<file path="src/rtl/keypad_irq_pkg.sv">
package keypad_irq_pkg;
    // Register pointer values
    localparam logic [7:0] ADDR_CONFIG     = 8'h01;
    localparam logic [7:0] ADDR_FLAGS      = 8'h02;
    localparam logic [7:0] ADDR_EVT_COUNT  = 8'h03;
    localparam logic [7:0] ADDR_EVT_POP    = 8'h04;
    localparam logic [7:0] ADDR_PULL_ROWS  = 8'h2C;
    localparam logic [7:0] ADDR_PULL_COLHI = 8'h2E;
    localparam logic [7:0] ADDR_PULL_COLLO = 8'h3D;

    // Configuration bit positions
    localparam int CFG_KEY_IRQ_ON  = 0;
    localparam int CFG_LOCK_IRQ_ON = 2;
    localparam int CFG_SPILL_IRQ   = 3;
    localparam int CFG_PULSE_MODE  = 4;
    localparam int CFG_SPILL_POL   = 5;
    localparam int CFG_LOCK_TRACK  = 6;
    localparam int CFG_AUTOSTEP    = 7;

    // Event flag bit positions
    localparam int FLG_KEY    = 0;
    localparam int FLG_INPUT  = 1;
    localparam int FLG_LOCK   = 2;
    localparam int FLG_SPILL  = 3;
    localparam int FLG_SALUTE = 4;
    localparam logic [7:0] FLAGS_USED_MASK = 8'h1F;

    // Reset values
    localparam logic [7:0] CONFIG_RESET = 8'h00;
    localparam logic [7:0] FLAGS_RESET  = 8'h00;
    localparam logic [7:0] PULL_RESET   = 8'h00;
    localparam logic [7:0] READ_ZERO    = 8'h00;

    // Key codes that light the salute flag, including the known false ones
    localparam logic [6:0] KEY_CODE_A = 7'h01;
    localparam logic [6:0] KEY_CODE_B = 7'h0B;
    localparam logic [6:0] KEY_CODE_C = 7'h15;
    localparam int KEY_PRESS_BIT = 7;

    // Event queue and timing
    localparam int FIFO_DEPTH   = 10;
    localparam int CLOCK_MHZ    = 200;
    localparam int RELEASE_US   = 50;
    localparam int RELEASE_CYCLES = RELEASE_US * CLOCK_MHZ;
    localparam int INPUT_PINS   = 18;
endpackage

</file>
<file path="src/rtl/keypad_irq_config_pullup.sv">
`timescale 1ns/1ps
module keypad_irq_config_pullup
    import keypad_irq_pkg::*;
#(
    parameter int RELEASE_COUNT = RELEASE_CYCLES,
    parameter int DEPTH         = FIFO_DEPTH
)(
    input  wire logic                  clock,
    input  wire logic                  sys_rst,
    input  wire logic                  ptrLoad,
    input  wire logic [7:0]            ptrData,
    input  wire logic                  wrStrobe,
    input  wire logic [7:0]            wrData,
    input  wire logic                  rdStrobe,
    output logic      [7:0]            rdData,
    input  wire logic                  keyEvent,
    input  wire logic [7:0]            keyCode,
    input  wire logic                  saluteDetect,
    input  wire logic                  lockStart,
    input  wire logic                  keypadLocked,
    input  wire logic [INPUT_PINS-1:0] inputChange,
    input  wire logic [INPUT_PINS-1:0] inputIrqEnable,
    output logic      [7:0]            pullupOffRows,
    output logic      [7:0]            pullupOffColsLow,
    output logic      [1:0]            pullupOffColsHigh,
    output logic                       irqOut_n
);
    typedef enum logic [1:0] {
        IRQ_IDLE    = 2'b00,
        IRQ_ACTIVE  = 2'b01,
        IRQ_RELEASE = 2'b11
    } irq_state_t;
    localparam int CW = $clog2(DEPTH + 1);
    localparam int IW = $clog2(DEPTH);
    localparam int RW = $clog2(RELEASE_COUNT + 1);
    logic [7:0]    ptr_reg;
    logic [7:0]    config_reg;
    logic [7:0]    flags_reg;
    logic [7:0]    flags_next;
    logic [7:0]    fifoMem [DEPTH];
    logic [IW-1:0] head_reg;
    logic [IW-1:0] tail_reg;
    logic [CW-1:0] count_reg;
    logic [2:0]    held_reg;
    logic [RW-1:0] relCnt_reg;
    irq_state_t    irqState_reg;
    logic          fifoFull;
    logic          popReq;
    logic          pushDrop;
    logic          pushShift;
    logic          spillEvt;
    logic          saluteEvt;
    logic          inputEvt;
    logic          flagWrite;
    logic          clearTry;
    logic          irqPending;

    // Advance a queue index with wrap at the depth
    function automatic logic [IW-1:0] stepIdx(input logic [IW-1:0] idx);
        stepIdx = (idx == IW'(DEPTH - 1)) ? '0 : idx + IW'(1);
    endfunction
    // Match a key code against one of the watched codes
    function automatic logic isKey(input logic [7:0] code,
                                   input logic [6:0] key);
        isKey = (code[6:0] == key);
    endfunction
    ////////////////////////////////////////////////////////////////////////
    // Event decode
    assign fifoFull  = (count_reg == CW'(DEPTH));
    assign popReq    = rdStrobe && (ptr_reg == ADDR_EVT_POP)
                       && (count_reg != '0);
    assign pushDrop  = keyEvent && fifoFull && !popReq
                       && !config_reg[CFG_SPILL_POL];
    assign pushShift = keyEvent && fifoFull && !popReq
                       && config_reg[CFG_SPILL_POL];
    // Both bits must be set; the enable alone never raises spill
    assign spillEvt  = pushShift && config_reg[CFG_SPILL_IRQ];
    // Watched keys held together, the false pairs included on purpose
    assign saluteEvt = saluteDetect
                       || (held_reg[0] && (held_reg[1] || held_reg[2]));
    assign inputEvt  = |(inputChange & inputIrqEnable)
                       && !(keypadLocked
                            && config_reg[CFG_LOCK_TRACK]);
    assign flagWrite = wrStrobe && (ptr_reg == ADDR_FLAGS);
    assign clearTry  = flagWrite && (wrData[FLG_KEY] || wrData[FLG_INPUT])
                       && ((count_reg != '0) || inputEvt);
    ////////////////////////////////////////////////////////////////////////
    // Register pointer, stepping only when auto-step is on
    always_ff @(posedge clock or posedge sys_rst)
    begin
        if (sys_rst)
            ptr_reg <= READ_ZERO;
        else if (ptrLoad)
            ptr_reg <= ptrData;
        else if ((wrStrobe || rdStrobe) && config_reg[CFG_AUTOSTEP])
            ptr_reg <= ptr_reg + 8'h01;
    end
    // Writable configuration and pull-up registers
    always_ff @(posedge clock or posedge sys_rst)
    begin
        if (sys_rst)
        begin
            config_reg        <= CONFIG_RESET;
            pullupOffRows     <= PULL_RESET;
            pullupOffColsLow  <= PULL_RESET;
            pullupOffColsHigh <= PULL_RESET[1:0];
        end
        else if (wrStrobe)
        begin
            case (ptr_reg)
                ADDR_CONFIG:     config_reg <= wrData;
                ADDR_PULL_ROWS:  pullupOffRows <= wrData;
                ADDR_PULL_COLLO: pullupOffColsLow <= wrData;
                ADDR_PULL_COLHI: pullupOffColsHigh <= wrData[1:0];
                default:         config_reg <= config_reg;
            endcase
        end
    end

    // Read data, popping the queue head on an event read
    always_ff @(posedge clock or posedge sys_rst)
    begin
        if (sys_rst)
            rdData <= READ_ZERO;
        else if (rdStrobe)
        begin
            case (ptr_reg)
                ADDR_CONFIG:     rdData <= config_reg;
                ADDR_FLAGS: rdData <= flags_reg & FLAGS_USED_MASK;
                ADDR_EVT_COUNT:  rdData <= 8'(count_reg);
                ADDR_EVT_POP:    rdData <= popReq ? fifoMem[head_reg]
                                                  : READ_ZERO;
                ADDR_PULL_ROWS:  rdData <= pullupOffRows;
                ADDR_PULL_COLLO: rdData <= pullupOffColsLow;
                ADDR_PULL_COLHI: rdData <= {6'h00, pullupOffColsHigh};
                default:         rdData <= READ_ZERO;
            endcase
        end
    end
    ////////////////////////////////////////////////////////////////////////
    // Event queue storage
    always_ff @(posedge clock)
    begin
        if (keyEvent && !pushDrop)
            fifoMem[tail_reg] <= keyCode;
    end

    // Queue pointers and fill count
    always_ff @(posedge clock or posedge sys_rst)
    begin
        if (sys_rst)
        begin
            head_reg  <= '0;
            tail_reg  <= '0;
            count_reg <= '0;
        end
        else
        begin
            if (keyEvent && !pushDrop)
                tail_reg <= stepIdx(tail_reg);
            if (popReq || pushShift)
                head_reg <= stepIdx(head_reg);
            if (keyEvent && !pushDrop && !pushShift && !popReq)
                count_reg <= count_reg + CW'(1);
            else if (popReq && !keyEvent)
                count_reg <= count_reg - CW'(1);
        end
    end

    // Track which watched keys are held down
    always_ff @(posedge clock or posedge sys_rst)
    begin
        if (sys_rst)
            held_reg <= 3'h0;
        else if (keyEvent)
        begin
            if (isKey(keyCode, KEY_CODE_A))
                held_reg[0] <= keyCode[KEY_PRESS_BIT];
            if (isKey(keyCode, KEY_CODE_B))
                held_reg[1] <= keyCode[KEY_PRESS_BIT];
            if (isKey(keyCode, KEY_CODE_C))
                held_reg[2] <= keyCode[KEY_PRESS_BIT];
        end
    end
    ////////////////////////////////////////////////////////////////////////
    // Event flags: write one clears, a new event or a non-empty queue in the same cycle wins
    always_comb
    begin
        flags_next = flags_reg;
        if (flagWrite)
            flags_next = flags_reg & ~wrData;
        if ((keyEvent && !pushDrop) || (count_reg != '0))
            flags_next[FLG_KEY] = 1'b1;
        if (inputEvt)
            flags_next[FLG_INPUT] = 1'b1;
        if (lockStart)
            flags_next[FLG_LOCK] = 1'b1;
        if (spillEvt)
            flags_next[FLG_SPILL] = 1'b1;
        if (saluteEvt)
            flags_next[FLG_SALUTE] = 1'b1;
        flags_next = flags_next & FLAGS_USED_MASK;
    end

    always_ff @(posedge clock or posedge sys_rst)
    begin
        if (sys_rst)
            flags_reg <= FLAGS_RESET;
        else
            flags_reg <= flags_next;
    end
    ////////////////////////////////////////////////////////////////////////
    // Interrupt output, with optional release pulse on a futile clear
    assign irqPending =
        (flags_next[FLG_KEY] && config_reg[CFG_KEY_IRQ_ON])
        || flags_next[FLG_INPUT]
        || (flags_next[FLG_LOCK] && config_reg[CFG_LOCK_IRQ_ON])
        || flags_next[FLG_SPILL]
        || flags_next[FLG_SALUTE];

    always_ff @(posedge clock or posedge sys_rst)
    begin
        if (sys_rst)
        begin
            irqState_reg <= IRQ_IDLE;
            relCnt_reg   <= '0;
            irqOut_n     <= 1'b1;
        end
        else
        begin
            case (irqState_reg)
                IRQ_IDLE:
                begin
                    irqOut_n <= !irqPending;
                    if (irqPending)
                        irqState_reg <= IRQ_ACTIVE;
                end
                IRQ_ACTIVE:
                begin
                    if (clearTry && irqPending
                        && config_reg[CFG_PULSE_MODE])
                    begin
                        irqState_reg <= IRQ_RELEASE;
                        relCnt_reg   <= RW'(RELEASE_COUNT - 1);
                        irqOut_n     <= 1'b1;
                    end
                    else
                    begin
                        irqOut_n <= !irqPending;
                        if (!irqPending)
                            irqState_reg <= IRQ_IDLE;
                    end
                end
                IRQ_RELEASE:
                begin
                    if (relCnt_reg == '0)
                    begin
                        irqOut_n     <= !irqPending;
                        irqState_reg <= irqPending ? IRQ_ACTIVE : IRQ_IDLE;
                    end
                    else
                        relCnt_reg <= relCnt_reg - RW'(1);
                end
                default:
                begin
                    irqState_reg <= IRQ_IDLE;
                    irqOut_n     <= 1'b1;
                end
            endcase
        end
    end
endmodule

</file>
<file path="config.mk">
export PLATFORM = sky130hd
export DESIGN_NAME = keypad_irq_config_pullup
export DESIGN_NICKNAME = d
export VERILOG_FILES = /design/src/rtl/keypad_irq_pkg.sv /design/src/rtl/keypad_irq_config_pullup.sv
export SDC_FILE = /design/constraint.sdc
export NUM_CORES = 1
export LEC_CHECK = 0
export BUFFER_PORTS_ARGS = -buffer_cell sky130_fd_sc_hd__buf_2
export CORE_UTILIZATION = 25
export DETAILED_ROUTE_END_ITERATION = 10
export SLEW_MARGIN = 20
export SYNTH_ARGS = -nofsm -noshare
export SYNTH_HDL_FRONTEND = slang
export SYNTH_SLANG_ARGS = --single-unit
</file>
<file path="constraint.sdc">
create_clock -name clock -period 6.4 [get_ports clock]
set_clock_uncertainty 0.15 [all_clocks]
set_input_delay 0.96 -clock clock [delete_from_list [all_inputs] [get_ports clock]]
set_output_delay 0.96 -clock clock [all_outputs]
set_load 0.05 [all_outputs]
</file>
Word level (Yosys, flattened, before mapping) --
Memory sizes are Yosys's and may differ from the RTL's. Cells that the tools add are included. Widths: inputs -> output; s select.
Operators by class: $add $sub $neg 6, equal/unequal tests 20, mux-type cells 28, bitwise operators 3, reduce and logical (&&, ||, !) cells 56
Operator list (count):
- $pmux 8 s7 | 1
- $mux 14 | 2
- $pmux 14 s2 | 1
- $eq 8x6->1 const B | 3
- $mux 8 | 3
- $logic_and 1x1->1 | 22
- $and 18x18->18 | 1
- $reduce_or 18->1 | 1
- $eq 8x2->1 const B | 2
- $mux 4 | 4
- $logic_not 14->1 | 1
- $reduce_and 2->1 | 7
- $sub 14x1->14 const B | 1
- $add 4x1->4 const B | 3
- $eq 4x4->1 const B | 3
- $logic_or 1x1->1 | 11
- $mux 1 | 10
- $add 8x1->8 const B | 1
- $eq 8x1->1 const B | 1
- $eq 8x3->1 const B | 1
- $mux 2 | 4
- $ne 2x2->1 const B | 4
- $eq 7x1->1 const B | 1
- $eq 7x4->1 const B | 1
- 15 further kinds | 24
Word-level totals: register bits 79, bits in writable memories 80, bits of input ports 69, output and inout bits 27, word-level logic and storage cells 130, memories kept 1
Memories:
- fifoMem | words 10, width 8, rd ports 1, clocked after Yosys merged registers in 0, wr ports 1, line keypad_irq_config_pullup.sv:40 | logic [7:0] fifoMem [DEPTH];

Longest topological paths before layout --
Gate-level depths: netlist (run 1).
depth after elaboration 19, mapped depth 12, depth with buffers taken out 11

Worst setup path before layout (run 1) --
Ideal clock, no wire load.
kind register -> register, from register ptr_reg[4], to memory fifoMem[1][0], enable pin, setup time 0.395 ns, data arrival time 2.662 ns, data required time 5.855 ns, setup slack 3.193 ns, stages on the path, launching flop included 7, path buffers 0, clock period less this slack 3.207 ns, path through dfrtp_1 > or4_4 > nor4_1 > o21ai_0 > inv_1 > nand2_1 > nor4_1
On the way: word-level cells in the longest chain between the ends 10
Ends and longest elaborated chain:
- start: declaration | line keypad_irq_config_pullup.sv:36 | logic [7:0] ptr_reg;
- start signal: assignment | line keypad_irq_config_pullup.sv:94 | ptr_reg <= ptrData;
- start signal: assignment | line keypad_irq_config_pullup.sv:96 | ptr_reg <= ptr_reg + 8'h01;
- $eq 8x3->1 | line keypad_irq_config_pullup.sv:70 | assign popReq = rdStrobe && (ptr_reg == ADDR_EVT_POP)
- $logic_and 1x1->1 | line keypad_irq_config_pullup.sv:70
- $logic_and 1x1->1 | line keypad_irq_config_pullup.sv:71 | && (count_reg != '0);
- $logic_not 1->1 | line keypad_irq_config_pullup.sv:72 | assign pushDrop = keyEvent && fifoFull && !popReq
- $logic_and 1x1->1 | line keypad_irq_config_pullup.sv:72
- $logic_and 1x1->1 | line keypad_irq_config_pullup.sv:73 | && !config_reg[CFG_SPILL_POL];
- $logic_not 1->1 | line keypad_irq_config_pullup.sv:144 | if (keyEvent && !pushDrop)
- $logic_and 1x1->1 | line keypad_irq_config_pullup.sv:144
- $mux 1 | line keypad_irq_config_pullup.sv:144
- $mux 1 (implied by the code) | line keypad_irq_config_pullup.sv:145 | fifoMem[tail_reg] <= keyCode;
- end: declaration | line keypad_irq_config_pullup.sv:40
Every way passes these cells.

Worst setup path in the final report (run 1) --
from register ptr_reg[0], to register relCnt_reg[13]
On the way: elaborated cells on any way between the ends 31, those cells by class eq/ne: 3; mux: 6; reduce/logical: 22
RTL lines:
- $eq 8x2->1 | line keypad_irq_config_pullup.sv:84 | assign flagWrite = wrStrobe && (ptr_reg == ADDR_FLAGS);
- $logic_and 1x1->1 | line keypad_irq_config_pullup.sv:84
- $mux 5 | line keypad_irq_config_pullup.sv:190 | if (flagWrite)
- $mux 1 | line keypad_irq_config_pullup.sv:200 | if (saluteEvt)
- via flags_next[4] | line keypad_irq_config_pullup.sv:39 | logic [7:0] flags_next;
- $logic_or 1x1->1 | line keypad_irq_config_pullup.sv:219 | || flags_next[FLG_SALUTE];
- $logic_and 1x1->1 | line keypad_irq_config_pullup.sv:240 | if (clearTry && irqPending
- $logic_and 1x1->1 | line keypad_irq_config_pullup.sv:241 | && config_reg[CFG_PULSE_MODE])
- $ne 2x2->1 (no line)
- $reduce_and 3->1 (no line)
- end signal: assignment | line keypad_irq_config_pullup.sv:244 | relCnt_reg <= RW'(RELEASE_COUNT - 1);
- end signal: assignment | line keypad_irq_config_pullup.sv:262 | relCnt_reg <= relCnt_reg - RW'(1);
- end: declaration | line keypad_irq_config_pullup.sv:45 | logic [RW-1:0] relCnt_reg;
The timed path passes the listed nets, and every way through them passes these cells. A chain may end at the register's enable or synchronous reset.

==> flow_metrics.env, run 1 <==
export IMPL_grtUsageTotal=0.1162
export IMPL_dieArea_mm2=0.03059
export IMPL_leakagePower_nw=3.486
export IMPL_async_flop_share=0.4969
export IMPL_hold_viol_final=0
export IMPL_path_clk_slew_ns=0.06
export IMPL_die_y_um=174.9
export IMPL_clock_latency_ns=0.42
export IMPL_reg2regPathDepth=9
export IMPL_finalWorstSetupSlack_ns=2.772
export IMPL_ys_seq_elements=159
export IMPL_cts_setup_buffers=0
export IMPL_setup_viol=0
export IMPL_p_total_mw=2.866
export IMPL_start_util=0.2569
export IMPL_holdWs_ns=0.3540
export IMPL_port_buffers=95
export IMPL_largest_register_ffs=80
export IMPL_synth_seq_area_share=0.5860
export IMPL_vias=5048
export IMPL_drc_errors=0
export IMPL_io_pins=96
export IMPL_dr_pass1_iters=4
export IMPL_drive_above_1_share=0.2927
export IMPL_cts_root_buffer="clkbuf_16"
export IMPL_cts_sinks=159
export IMPL_drt_total_wl_mm=17.32
export IMPL_min_to="tail_reg[0]"
export IMPL_num_rows=62
export IMPL_fin_crit_ns=3.628
export IMPL_htreeDepth=4
export IMPL_synth_area_mm2=0.007475
export IMPL_grt_max_degree=80
export IMPL_fillers=2888
export IMPL_met3_usage=0.02720
export IMPL_drv_cap=0
export IMPL_drt_vias_per_instance=4.670
export IMPL_grt_use_met1=0.1552
export IMPL_r2r_setup_slack_ns=2.77
export IMPL_grt_busiest_layer="met2"
export IMPL_tightest_slew_ns=0.9974
export IMPL_status="complete, no violations"
export IMPL_path_class="reg -> reg"
export IMPL_cp_end_kind="flop"
export IMPL_fin_crit_sh=0.5669
export IMPL_r2r_start="ptr_reg[0]"
export IMPL_core_area_mm2=0.02909
export IMPL_syn_nets=669
export IMPL_place_ws_ns=2.623
export IMPL_grt_pass1_wl_mm=27.44
export IMPL_cts_buffers=17
export IMPL_layout_nets=765
export IMPL_start_kind="flop"
export IMPL_ir_drop_mv=0.1930
export IMPL_cp_max_fo=12
export IMPL_grt_pass1_vias=4991
export IMPL_required_ns=6.54
export IMPL_max_clock_freq_mhz=275.6
export IMPL_die_w_um=174.9
export IMPL_cp_startpoint="ptr_reg[0]"
export IMPL_rsz0062_at_grt="false"
export IMPL_syn_avg_cell_area_um2=12.71
export IMPL_ant_nets=0
export IMPL_cts_tree="built"
export IMPL_dp_hpwl_mm=12.41
export IMPL_totalNegativeSetupSlack_ns=0
export IMPL_gp_congestion=0.7674
export IMPL_yosys_warnings=0
export IMPL_use_met2=0.1873
export IMPL_ctsResizeCount=0
export IMPL_antenna_found_initial=0
export IMPL_power_density_mw_per_mm2=320.2
export IMPL_worstHoldStart="tail_reg[0]"
export IMPL_ctsHoldBuffers=0
export IMPL_slew_viol_final=0
export IMPL_min_delay_path_depth=2
export IMPL_yosysUniqueCellTypes=70
export IMPL_reg2reg_to="relCnt_reg[13]"
export IMPL_syn_inst=588
export IMPL_syn_to_final_growth_pct=19.74
export IMPL_dp_cells=1049
export IMPL_slew_headroom=0.3289
export IMPL_arrival_ns=3.77
export IMPL_grt_overflow=0
export IMPL_clockBufferDepth=2
export IMPL_drtIter0Drc=447
export IMPL_wire_per_inst_um=16.02
export IMPL_num_antenna_cells=0
export IMPL_hold_class="reg -> reg"
export IMPL_synth_edf_count=80
export IMPL_stdcell_count=1081
export IMPL_synth_flop_cell="edfxtp_1"
-- area by class of cell --
cell class                 instances  area [um2]  share of cell area
clock inverter                    11       117.6             0.01314
timing repair buffer             102       531.8             0.05942
inverter                          23       87.58            0.009786
tap                              384       480.5             0.05368
sequential                       159        4380              0.4894
clock buffer                      21       440.4             0.04921
multi-input combinational        381        2912              0.3253
-- per-stage QoR --
step / utilization / instance area, um2
floorplan: - / 7475
global placement: 0.2875 / 8363
detailed placement: 0.2880 / 8378
CTS: 0.3072 / 8936
global route: 0.3077 / 8950
finish: 0.3077 / 8950
-- layer usage --
metal	vias up	part of all wire
met5	-	0
met4	0	0.0047
met3	6	0.031
met2	79	0.50
met1	2533	0.47
li1	2430	-
-- power by group --
| group | internal [mW] | switching [mW] |
|---|---|---|
| clock network | 0.571 | 0.389 |
| registers | 1.20 | 0.110 |
| logic | 0.263 | 0.333 |
| total | 2.03 | 0.832 |
-- cells by family after synthesis --
| family | Yosys count | share of synthesized area |
|---|---|---|
| buffers and inverters | 48 | 0.02862 |
| adder cells (fa/ha/maj) | 12 | 0.02109 |
| flip-flops | 159 | 0.5860 |
| multiplexers | 57 | 0.1085 |
| AO/OA/AOI/OAI | 127 | 0.1140 |
| XOR/XNOR | 20 | 0.02344 |
| AND/OR/NAND/NOR | 165 | 0.1183 |
-- critical path: stages, from the launching register on --
cell	delay (ns)
dfrtp_1	0.43
inv_1	0.10
ha_1	0.40
nor4bb_4	0.56
nand3_1	0.13
a211o_2	0.36
nand3b_1	0.23
o21ai_2	0.49
nor3_1	0.23
or3b_1	0.41
-- worst max-delay path by stage --
stage          slack, ns  depth (start not counted)              to
2_1_floorplan       3.19                          6   fifoMem[1][0]
3_3_place_gp        2.57                          8   fifoMem[3][4]
3_5_place_dp        2.62                          8  relCnt_reg[13]
4_1_cts             2.78                          9  relCnt_reg[13]
5_1_grt             2.49                          9  relCnt_reg[13]
6_report            2.77                          9  relCnt_reg[13]
-- layout by cell type, fill, tap and decap left out, drive strengths merged, types with 5 or more instances in the layout --
master and instances:
mux2i 9, xor2 6, edfxtp 80, o21ai 29, clkinv 7, clkbuf 21
nor2b 13, a21oi 31, inv 21, a211oi 9, mux2 32, or3 6
nor2 23, nand4 5, buf 102, a22oi 13, nor4 11, nand3 16
nor3 14, mux4 16, xnor2 14, o22ai 8, nand2 50, dfrtp 78
ha 11
-- cells in the mapped netlist, drive strengths merged, types with 14 or more instances --
| cell type | instances | area [um2] |
|---|---|---|
| inv | 22 | 82.58 |
| mux4 | 16 | 360.4 |
| nor3 | 14 | 70.07 |
| edfxtp | 80 | 2402 |
| a21oi | 31 | 155.2 |
| mux2 | 32 | 360.3 |
| nor2 | 23 | 88.84 |
| dfrtp | 78 | 1952 |
| clkbuf | 21 | 98.85 |
| xnor2 | 14 | 122.6 |
| nand2 | 50 | 195.2 |
| o21ai | 29 | 148.9 |
| nand3 | 16 | 80.08 |
(Power assumes the default switching activity.)
==> run 2, diff against run 1 <==
Clock period 6.4 ns to 2.98 ns, I/O delays scaled along.
==> run 2 against run 1 <==
  * Clock power is 140% higher
  * Sequential power up 110%
  * Via count increased by 3.9%
  * Final area increased by 5.1%
  * Count of clock-buffer cells in the layout fell by 2
  * Combinational power rose by 140%
  * Routed wire length up 2.6%
  * Register-to-register slack lost 2.7 ns
  * Flip-flop and latch count stayed put
  * Global-route usage increased by 0.32 points
  * Highest routed layer unchanged
  * Worst hold slack got worse by 0.27 ns
  * Utilization rose by 1.6 points
==> flow_metrics.env, run 2 (same netlist as run 1, synthesis figures left out) <==
export IMPL_switchingPower_mw=1.859
export IMPL_layout_nets=809
export IMPL_drc_errors=0
export IMPL_wire_per_inst_um=15.80
export IMPL_r2r_start="ptr_reg[1]"
export IMPL_worstHoldStart="ptrData[2]"
export IMPL_reg2regPathDepth=11
export IMPL_slew_headroom=0.5244
export IMPL_required_ns=3.16
export IMPL_status="complete, no violations"
export IMPL_p_seq_frac=0.426
export IMPL_stdcell_area_mm2=0.009409
export IMPL_finalCoreUtilization=0.3234
export IMPL_core_area_mm2=0.02909
export IMPL_start_util=0.2569
export IMPL_antenna_found_initial=0
export IMPL_path_class="reg -> reg"
export IMPL_die_w_um=174.9
export IMPL_clockBufferDepth=2
export IMPL_start_kind="flop"
export IMPL_holdWs_ns=0.08510
export IMPL_vias=5246
export IMPL_power_density_mw_per_mm2=692.2
export IMPL_tightest_slew_ns=0.7134
export IMPL_drtIter0Drc=374
export IMPL_port_buffers=95
export IMPL_largest_register_ffs=80
export IMPL_max_clock_freq_mhz=346.8
export IMPL_io_pins=96
export IMPL_setup_viol=0
export IMPL_grt_pass1_wl_mm=28.06
export IMPL_clock_latency_ns=0.43
export IMPL_die_y_um=174.9
export IMPL_cts_sinks=159
export IMPL_swShare=0.2854
export IMPL_ir_drop_mv=0.4232
export IMPL_dr_pass1_iters=5
export IMPL_r2r_setup_slack_ns=0.1
export IMPL_htreeDepth=4
export IMPL_hold_class="in -> reg"
export IMPL_cp_end_kind="flop"
export IMPL_drt_total_wl_mm=17.77
export IMPL_rsz0062_at_grt="true"
export IMPL_layout_common_cells="buf_2, edfxtp_1, dfrtp_1, nand2_1, buf_4"
export IMPL_drive_above_1_share=0.3455
export IMPL_leakagePower_nw=3.767
export IMPL_drv_cap=0
export IMPL_grtUsageTotal=0.1194
export IMPL_drt_vias_per_instance=4.663
export IMPL_cts_buffers=17
export IMPL_cts_tree="built"
export IMPL_reg2reg_to="relCnt_reg[0]"
export IMPL_grt_overflow=0
export IMPL_gp_congestion=0.8232
export IMPL_post_dp_cell_area_mm2=0.008706
export IMPL_syn_to_final_growth_pct=25.88
export IMPL_grt_pass1_vias=5218
export IMPL_grt_max_degree=46
export IMPL_dieArea_mm2=0.03059
export IMPL_slew_viol_final=0
export IMPL_p_int_mw=4.654
export IMPL_min_to="ptr_reg[2]"
export IMPL_combPwrFrac=0.219
export IMPL_arrival_ns=3.06
export IMPL_clkPwrFrac=0.355
export IMPL_cts_root_buffer="clkbuf_16"
export IMPL_num_antenna_cells=0
export IMPL_path_clk_slew_ns=0.06
export IMPL_ant_nets=0
export IMPL_hold_viol_final=0
export IMPL_fin_crit_ns=2.883
export IMPL_min_delay_path_depth=3
export IMPL_mostFrequentLayoutCell="buf_2"
export IMPL_dp_hpwl_mm=12.90
export IMPL_cp_max_fo=7
export IMPL_fin_crit_sh=0.9675
export IMPL_num_rows=62
==> run 2: cell count changes in the layout (fill, tap and decap cells not counted), moves of 3 or more <==
cell        change
buf_4          +42
clkbuf_1        -3
clkinvlp_4      -4
inv_6           +3
nor3_1          +3
nor3_2          -3
==> run 2: worst max-delay path, cell delays in order, from the launching register on <==
cell and delay [ns]:
dfrtp_1 0.42, inv_2 0.09, ha_2 0.20, nand2_1 0.10, or4_1 0.53, a32o_2 0.29, nand2b_4 0.16, o21ai_2 0.18
buf_6 0.15, nand2_4 0.05, and4b_1 0.22, a311oi_2 0.23
==> run 2: per-layer routing <==
metal / up-vias / track usage / share of wire
met5: - / 0 / 0
met4: 0 / 0.03732 / 0.016
met3: 24 / 0.03046 / 0.035
met2: 87 / 0.1968 / 0.50
met1: 2627 / 0.1529 / 0.45
li1: 2508 / - / -
==> run 2: timing repair <==
action,in CTS,in global routing
resized for setup,3,9
pin swaps,3,5
endpoints found under the hold margin,33,0
buffers inserted,1,1
setup endpoints to repair,6,29
hold buffers,1,0
==> run 2: power groups by stage <==
stage	sequential [mW]	combinational [mW]	clock (mW)
finish	2.78	1.42	2.31
global route	2.81	1.57	2.45
CTS	2.77	1.44	2.36
detailed placement	2.81	1.42	0
global placement	2.81	1.41	0
floorplan	2.80	0.982	0
==> run 2: cell type report <==
| class | instances | area, um2 |
|---|---|---|
| multi-input combinational | 381 | 2955 |
| inverter | 23 | 87.58 |
| timing repair buffer | 146 | 877.1 |
| tap | 384 | 480.5 |
| clock inverter | 13 | 185.2 |
| sequential | 159 | 4380 |
| fill | 2884 | 19680 |
| clock buffer | 19 | 442.9 |
==> run 2: metrics by stage <==
stage               setup WS [ns]  instances  total power, mW  TNS (ns)
floorplan                -0.03025        588            3.784   -0.6210
global placement          0.04071       1090            4.212         0
detailed placement       -0.01672       1090            4.238  -0.01672
CTS                       0.04423       1124            6.570         0
global route             -0.02183       1125            6.829  -0.02930
finish                    0.09676       1125            6.513         0
==> run 2: how the worst max path moves through the flow <==
stage / start / end / slack, ns / cells past startpoint
2_1_floorplan: ptr_reg[4] / fifoMem[4][0] / -0.03 / 6
3_3_place_gp: ptr_reg[4] / relCnt_reg[13] / 0.04 / 8
3_5_place_dp: ptr_reg[4] / relCnt_reg[13] / -0.02 / 8
4_1_cts: ptr_reg[4] / count_reg[3] / 0.04 / 10
5_1_grt: count_reg[0] / relCnt_reg[7] / -0.02 / 9
6_report: ptr_reg[1] / relCnt_reg[0] / 0.1 / 11
